## src/logic/pco_pkg.sv

```systemverilog
package pco_pkg;
  localparam int PCO_DATA_W = 32;
  localparam int PCO_ADDR_W = 12;
  // one word per register group x; groups placed at a stride of 16 bytes
  localparam logic [PCO_ADDR_W-1:0] PCO_OFS_EN_SET = 12'h000;
  localparam logic [PCO_ADDR_W-1:0] PCO_OFS_EN_CLR = 12'h004;
  localparam logic [PCO_ADDR_W-1:0] PCO_OFS_OV_SET = 12'h008;
  localparam logic [PCO_ADDR_W-1:0] PCO_OFS_OV_CLR = 12'h00C;
  localparam logic [PCO_ADDR_W-1:0] PCO_OFS_IRQ_STS = 12'h100;
  localparam logic [PCO_ADDR_W-1:0] PCO_OFS_IRQ_MSK = 12'h104;
  localparam int PCO_GRP_SHIFT = 4;
  localparam int PCO_SEL_LSB = 2;
  localparam logic [1:0] PCO_HTRANS_NONSEQ = 2'h2;
  localparam logic [1:0] PCO_HTRANS_SEQ = 2'h3;
  localparam logic [1:0] PCO_HSIZE_WORD = 2'h2;
  localparam logic [31:0] PCO_RESET_VAL = 32'h00000000;
  // irq status bits
  localparam int PCO_STS_OVF = 0;
  localparam int PCO_STS_BADACC = 1;
  localparam int PCO_STS_W = 2;
endpackage : pco_pkg

```

## src/logic/pco_overflow_irq.sv

```systemverilog
// What this block does
// RL1: bit j of group x word serves counter x*32+j; bits m..31 read zero, ignore writes.
// RL2: enable-clear view: write 1 disables that counter's request; read shows enable.
// RL3: enable-set view: write 1 enables that counter's request; read shows enable.
// RL4: both enable views share one enable bit per counter.
// RL5: request raised while a counter has overflowed and its request is enabled.
// RL6: software writes 1 to overflow-clear; that counter stops contributing to the request.
// RL7: overflow-clear view: write 1 clears overflow status; write 0 does nothing.
// RL8: overflow-set view lets software force overflow status by writing.
// RL9: reads of either overflow view return current overflow status.
// RL10: registers are 32-bit read/write; reset value undefined, software initialises; the block resets enable and overflow bits to zero.
// RL11: overflow request leaves the block as an output pin.
// RL12: overflow-set view: write 1 sets status; write 0 ignored.
// RL13: counter wrap indication sets that counter's overflow status bit.
//
// The AHB-Lite slave port and the register addresses were left to the implementer.
module pco_overflow_irq #(
  parameter int NUM_CNT = 40
) (
  // clock and reset
  input wire logic ref_clk,
  input wire logic rst,
  // ahb-lite slave
  input wire logic hsel,
  input wire logic [pco_pkg::PCO_ADDR_W-1:0] haddr,
  input wire logic [1:0] htrans,
  input wire logic hwrite,
  input wire logic [2:0] hsize,
  input wire logic [pco_pkg::PCO_DATA_W-1:0] hwdata,
  input wire logic hready,
  output logic [pco_pkg::PCO_DATA_W-1:0] hrdata,
  output logic hreadyout,
  output logic hresp,
  // counter wrap pulses
  input wire logic [NUM_CNT-1:0] cnt_wrap,
  // requests
  output logic ovf_irq,
  output logic irq
);
  import pco_pkg::*;

  localparam int NGRP = (NUM_CNT + 31) / 32;
  localparam int NBITS = NGRP * 32;

  logic [NBITS-1:0] en_reg, en_next;
  logic [NBITS-1:0] ov_reg, ov_next;
  logic [PCO_STS_W-1:0] sts_reg, sts_next, msk_reg, msk_next;
  logic wr_pend_reg, wr_pend_next;
  logic [PCO_ADDR_W-1:0] addr_reg, addr_next;
  logic [31:0] rdata_reg, rdata_next;
  logic [NBITS-1:0] impl_mask;

  // unimplemented counters are tied off so they read zero and ignore writes
  genvar g;
  generate
    for (g = 0; g < NBITS; g++) begin : g_mask
      assign impl_mask[g] = (g < NUM_CNT) ? 1'b1 : 1'b0; // [RL1]
    end
  endgenerate

  logic [NBITS-1:0] wrap_ext;
  assign wrap_ext = {{(NBITS-NUM_CNT){1'b0}}, cnt_wrap} ;

  // decode of the address phase
  logic ap_valid, ap_wr, ap_rd, ap_bad;
  logic [PCO_ADDR_W-1:0] ap_off;
  logic [PCO_ADDR_W-1:0] ap_grp;
  logic ap_in_bank;
  always_comb begin
    ap_valid = hsel && hready && (htrans == PCO_HTRANS_NONSEQ || htrans == PCO_HTRANS_SEQ);
    ap_off = haddr & 12'h00F;
    ap_grp = haddr >> PCO_GRP_SHIFT;
    ap_in_bank = (haddr < PCO_OFS_IRQ_STS) && (int'(ap_grp) < NGRP);
    ap_bad = ap_valid && (hsize != {1'b0, PCO_HSIZE_WORD});
    ap_wr = ap_valid && hwrite && !ap_bad;
    ap_rd = ap_valid && !hwrite;
  end

  function automatic logic [31:0] grp_word(input logic [NBITS-1:0] v, input logic [PCO_ADDR_W-1:0] grp);
    logic [31:0] w;
    w = 32'h00000000;
    for (int k = 0; k < NGRP; k++) begin
      if (grp == PCO_ADDR_W'(k)) begin
        w = v[k*32 +: 32];
      end
    end
    return w;
  endfunction : grp_word

  // write data phase and hardware events
  logic [PCO_ADDR_W-1:0] wr_grp, wr_off;
  logic [NBITS-1:0] wr_spread;
  logic [PCO_STS_W-1:0] ev;
  always_comb begin
    wr_grp = addr_reg >> PCO_GRP_SHIFT;
    wr_off = addr_reg & 12'h00F;
    wr_spread = '0;
    for (int k = 0; k < NGRP; k++) begin
      if (wr_grp == PCO_ADDR_W'(k) && addr_reg < PCO_OFS_IRQ_STS) begin
        wr_spread[k*32 +: 32] = hwdata;
      end
    end
    wr_spread = wr_spread & impl_mask; // [RL1]
    en_next = en_reg;
    ov_next = ov_reg;
    msk_next = msk_reg;
    sts_next = sts_reg;
    wr_pend_next = ap_wr;
    addr_next = ap_valid ? haddr : addr_reg;
    if (wr_pend_reg) begin
      case (wr_off)
        PCO_OFS_EN_SET: en_next = en_reg | wr_spread; // [RL3] [RL4]
        PCO_OFS_EN_CLR: en_next = en_reg & ~wr_spread; // [RL2] [RL4]
        PCO_OFS_OV_SET: ov_next = ov_reg | wr_spread; // [RL8] [RL12]
        PCO_OFS_OV_CLR: ov_next = ov_reg & ~wr_spread; // [RL6] [RL7]
        default: ;
      endcase
      if (addr_reg == PCO_OFS_IRQ_MSK) begin
        msk_next = hwdata[PCO_STS_W-1:0];
      end
      if (addr_reg == PCO_OFS_IRQ_STS) begin
        sts_next = sts_reg & ~hwdata[PCO_STS_W-1:0];
      end
    end
    // a wrap in the same cycle as a clear wins
    ov_next = (ov_next | (wrap_ext & impl_mask)) & impl_mask; // [RL13] [RL1]
    en_next = en_next & impl_mask;
    ev = '0;
    ev[PCO_STS_OVF] = |(wrap_ext & impl_mask);
    ev[PCO_STS_BADACC] = ap_bad || (ap_valid && !ap_in_bank && haddr != PCO_OFS_IRQ_STS
                          && haddr != PCO_OFS_IRQ_MSK);
    sts_next = sts_next | ev;
    // read data registered at the address phase, shown in the data phase
    rdata_next = rdata_reg;
    if (ap_rd) begin
      if (haddr == PCO_OFS_IRQ_STS) begin
        rdata_next = 32'(sts_reg);
      end else if (haddr == PCO_OFS_IRQ_MSK) begin
        rdata_next = 32'(msk_reg);
      end else if (!ap_in_bank) begin
        rdata_next = 32'h00000000;
      end else if (ap_off == PCO_OFS_EN_SET || ap_off == PCO_OFS_EN_CLR) begin
        rdata_next = grp_word(en_reg, ap_grp); // [RL2] [RL3] [RL4]
      end else if (ap_off == PCO_OFS_OV_SET || ap_off == PCO_OFS_OV_CLR) begin
        rdata_next = grp_word(ov_reg, ap_grp); // [RL9]
      end else begin
        rdata_next = 32'h00000000;
      end
    end
  end

  // enable and overflow bits have no defined reset value;
  // they are zeroed anyway so simulation starts clean; software must still init [RL10]
  always_ff @(posedge ref_clk) begin
    if (rst) begin
      en_reg <= '0;
      ov_reg <= '0;
      sts_reg <= '0;
      msk_reg <= '0;
      wr_pend_reg <= 1'b0;
      addr_reg <= '0;
      rdata_reg <= PCO_RESET_VAL;
    end else begin
      en_reg <= en_next;
      ov_reg <= ov_next;
      sts_reg <= sts_next;
      msk_reg <= msk_next;
      wr_pend_reg <= wr_pend_next;
      addr_reg <= addr_next;
      rdata_reg <= rdata_next;
    end
  end

  assign hrdata = rdata_reg;
  assign hreadyout = 1'b1;
  assign hresp = 1'b0;
  assign ovf_irq = |(ov_reg & en_reg); // [RL5] [RL6] [RL11]
  assign irq = |(sts_reg & msk_reg);
endmodule : pco_overflow_irq

```

## config.mk

```make
export PLATFORM = sky130hd
export DESIGN_NAME = pco_overflow_irq
export DESIGN_NICKNAME = d
export VERILOG_FILES = /design/src/logic/pco_pkg.sv /design/src/logic/pco_overflow_irq.sv
export SDC_FILE = /design/constraint.sdc
export NUM_CORES = 1
export LEC_CHECK = 0
export ABC_AREA = 0
export BUFFER_PORTS_ARGS = -buffer_cell sky130_fd_sc_hd__buf_2
export CAP_MARGIN = 20
export CORE_MARGIN = 2
export CORE_UTILIZATION = 40
export CTS_CLUSTER_DIAMETER = 80
export DETAILED_ROUTE_END_ITERATION = 10
export GPL_TIMING_DRIVEN = 0
export HOLD_SLACK_MARGIN = 0.1
export PLACE_DENSITY = 0.64
export SLEW_MARGIN = 5
export SYNTH_ARGS = -nofsm -noshare
export SYNTH_HDL_FRONTEND = slang
export SYNTH_SLANG_ARGS = --single-unit
```

## constraint.sdc

```tcl
create_clock -name ref_clk -period 1.8 [get_ports ref_clk]
set_clock_uncertainty 0.1 [all_clocks]
set_input_delay 0.09 -clock ref_clk [delete_from_list [all_inputs] [get_ports ref_clk]]
set_output_delay 0.09 -clock ref_clk [all_outputs]
set_load 0.01 [all_outputs]
```

==> metrics.md <==
| Metric | Value |
|---|---|
| Buffers plus inverters on the worst setup path | 1 |
| Layout cells sized above 1 | 31.09% |
| Slew @ Worst Pin | 0.7436 ns |
| Worst slew margin | 49.97% |
| Router iterations before antenna repair | 6 |
| Post-DR wirelength/cell | 21.11 um |
| CTS root buffer | clkbuf_16 |
| Max VDD drop | 0.7429 mV |
| EDFF count, synth | 0 |
| Starting Density | 40.81% |
| Die area | 16520 um^2 |
| Largest net degree at the start of global routing | 17 |
| Pleak | 3.612 nW |
| Post-route DRC | 0 |
| Total number of yosys warnings | 0 |
| Die Wd | 128.5 um |
| Most Frequent Cell on Critical Path | nand4_1 |
| DRT iter0 DRCs | 744 |
| Asr flop ratio synth | 0% |
| Top-area cell type share of the netlist area | 41.63% |
| Core Area | 15200 um^2 |
| Fin. max-slew vios | 0 |
| Endpoints failing hold | 0 |
| HPWL Detailed | 16.97 mm |
| Gr ovfl total | 0 |
| Synth area leader | dfxtp_1 |
| Tightest Hold Check Type | in -> reg |
| Violated checks | setup timing |
| Seq/Total Area, Yosys | 41.63% |
| Final #Nets | 1092 |
| Clock Latency Late Sink | 0.43 ns |
| I/O pin count | 130 |
| Clock sinks | 129 |
| Fillers | 1330 |
| Maximum buffer depth of the clock tree | 2 |
| Mean Syn Cell Area | 8.338 um^2 |
| # rows | 45 |
| Post-DP Area | 7054 um^2 |
| Crit-path slowest cell | dfxtp_2 |
| Antenna violations before repair | 0 |
| Fin crit period | 1.943 ns |
| Number of global-route vias before repair | 6721 |
| GPL Wtd Cong | 0.9660 |
| Antenna-violating nets left | 0 |
| H-tree depth | 4 |
| Synth unique cells | 48 |
| # diodes | 0 |
| Port bufs | 123 |
| Setup slack, reg-to-reg | -0.10 ns |
| Max incr delay on CP | 0.34 ns |
| Die Height | 128.5 um |
| Startpoint types | flop |
| Critical path cell sequence | a22oi_1, nand4_1, nor4_2, nand4_1, buf_2 |
| Synth area leaders | dfxtp_1, a21oi_1, o21ai_0, a22oi_1, mux2_2 |
| Vias | 7232 |
| Fmax | 514.7 MHz |
| Area Growth Syn to Fin | 49.42% |
| Post-Syn Area | 6203 um^2 |
| Worst-path fanout max | 2 |
| Final worst-path cycle share | 107.9% |
| Via density | 6.037 |
| CP delay by family, top | simple AND/OR/NAND/NOR gates |
| Post-Syn Instances | 744 |
| RSZ-0062 raised after global routing | true |
| Gr usage total | 29.64% |
| Multi-input logic area | 3533 um^2 |
| Clk slew on worst S/H paths | 0.06 ns |
| WP data required | 1.61 ns |
| Final setup violation count | 35 |
| Routed wire length | 25.29 mm |
| Top cells by instance count after synthesis | dfxtp_1, a21oi_1, o21ai_0 |
| Status | finished with violations |
| Worst setup EP type | primary output |
| First-pass GRT wire length | 37.30 mm |
| Final core occ | 60.97% |
| Final worst slack | -0.1428 ns |
| Power Density | 832.4 nW/um^2 |
| Net Count, Synth | 838 |
| Finished Cell Area | 9269 um^2 |
| Reg area | 2615 um^2 |
| Most frequent cell after synthesis | dfxtp_1 |
| CP arrival | 1.75 ns |
| Yosys reg bits | 129 |
| Main flop type after synthesis | dfxtp_1 |
| Max-Cap Viols | 0 |
| CTS tree | built |
| Num CTS Buffers | 17 |
| CP Class | reg -> out |
tightest hold or removal path, stage by stage:
cell and delay, ns:
buf_2 0.10, nor4_2 0.08, o211ai_1 0.10, a22o_1 0.13
o21ai_0 0.07
report_power, final:
part / internal [mW] / switching, mW / total (mW)
combinational: 0.430 / 0.525 / 0.955
sequential: 2.95 / 0.130 / 3.08
clock: 2.37 / 1.31 / 3.68
per-stage QoR:
stage               power (mW)  instances  setup WS (ns)  setup TNS (ns)  hold slack [ns]
floorplan                3.450        744        0.08040               0          0.09972
global placement         3.803       1055        -0.3690          -27.59           0.2399
detailed placement       3.806       1055        -0.4060          -28.25           0.2410
CTS                      7.623       1194        -0.1111         -0.1443           0.1251
global route             7.888       1198        -0.2099          -5.119           0.1515
finish                   7.716       1198        -0.1428          -2.036          0.09535
placed cells by master (no fill, tap or decap), types with 8 or more instances in the layout:
master           n
buf_2          129
dfxtp_1        107
buf_4           15
dfxtp_2         20
clkbuf_1        29
mux2_2          24
or3_1           24
or3_4           10
a22oi_2         11
a22oi_1         33
clkbuf_16       18
inv_1           33
dlygate4sd3_1   93
buf_6           15
mux2i_1          9
a21oi_1         78
nand4_1         10
a21oi_2         15
nand3_1         40
o21ai_1          8
a31oi_1         40
nor2_1          31
nand2_1         33
nor4_1          10
o21ai_0         61
per-layer routing:
layer / global-route usage [%] / wire (um)
met1: 39.45 / 10700
met2: 47.34 / 11620
met3: 7.027 / 2279
met4: 10.36 / 698
met5: 0 / 0
worst paths after layout:
check                             from                      to  depth (start not counted)
min                           haddr[6]  hrdata[3]$_SDFFE_PP0P_                          5
max reg2reg  addr_reg[11]$_SDFFE_PP0N_                    flop                          7
max              ov_reg[21]$_SDFF_PP0_                 ovf_irq                          5
min reg2reg     hrdata[7]$_SDFFE_PP0P_  hrdata[7]$_SDFFE_PP0P_                          2
logic make-up after synthesis:
family | after synthesis | synth area share (%)
buf+inv | 94 | 6.272
simple gates | 201 | 18.07
mux | 35 | 6.535
other cells | 2 | 0.1211
compound gates | 283 | 27.37
flops | 129 | 41.63
layout make-up:
| class | count | area share (%) |
|---|---|---|
| sequential | 129 | 28.21 |
| clock inverter | 11 | 1.741 |
| tap | 188 | 2.538 |
| buffer | 58 | 3.915 |
| multi-input combinational | 522 | 38.12 |
| timing repair buffer | 237 | 19.21 |
| inverter | 33 | 1.336 |
| clock buffer | 20 | 4.927 |
timing repair:
action	in CTS	in global routing
buffers inserted	15	4
endpoints found under the hold margin	100	0
resized for setup	73	87
cloned	2	1
endpoints found under the setup margin	81	85
pin swaps	22	25
hold buffers	94	0
Note: power is estimated with default switching activity, not from simulation.
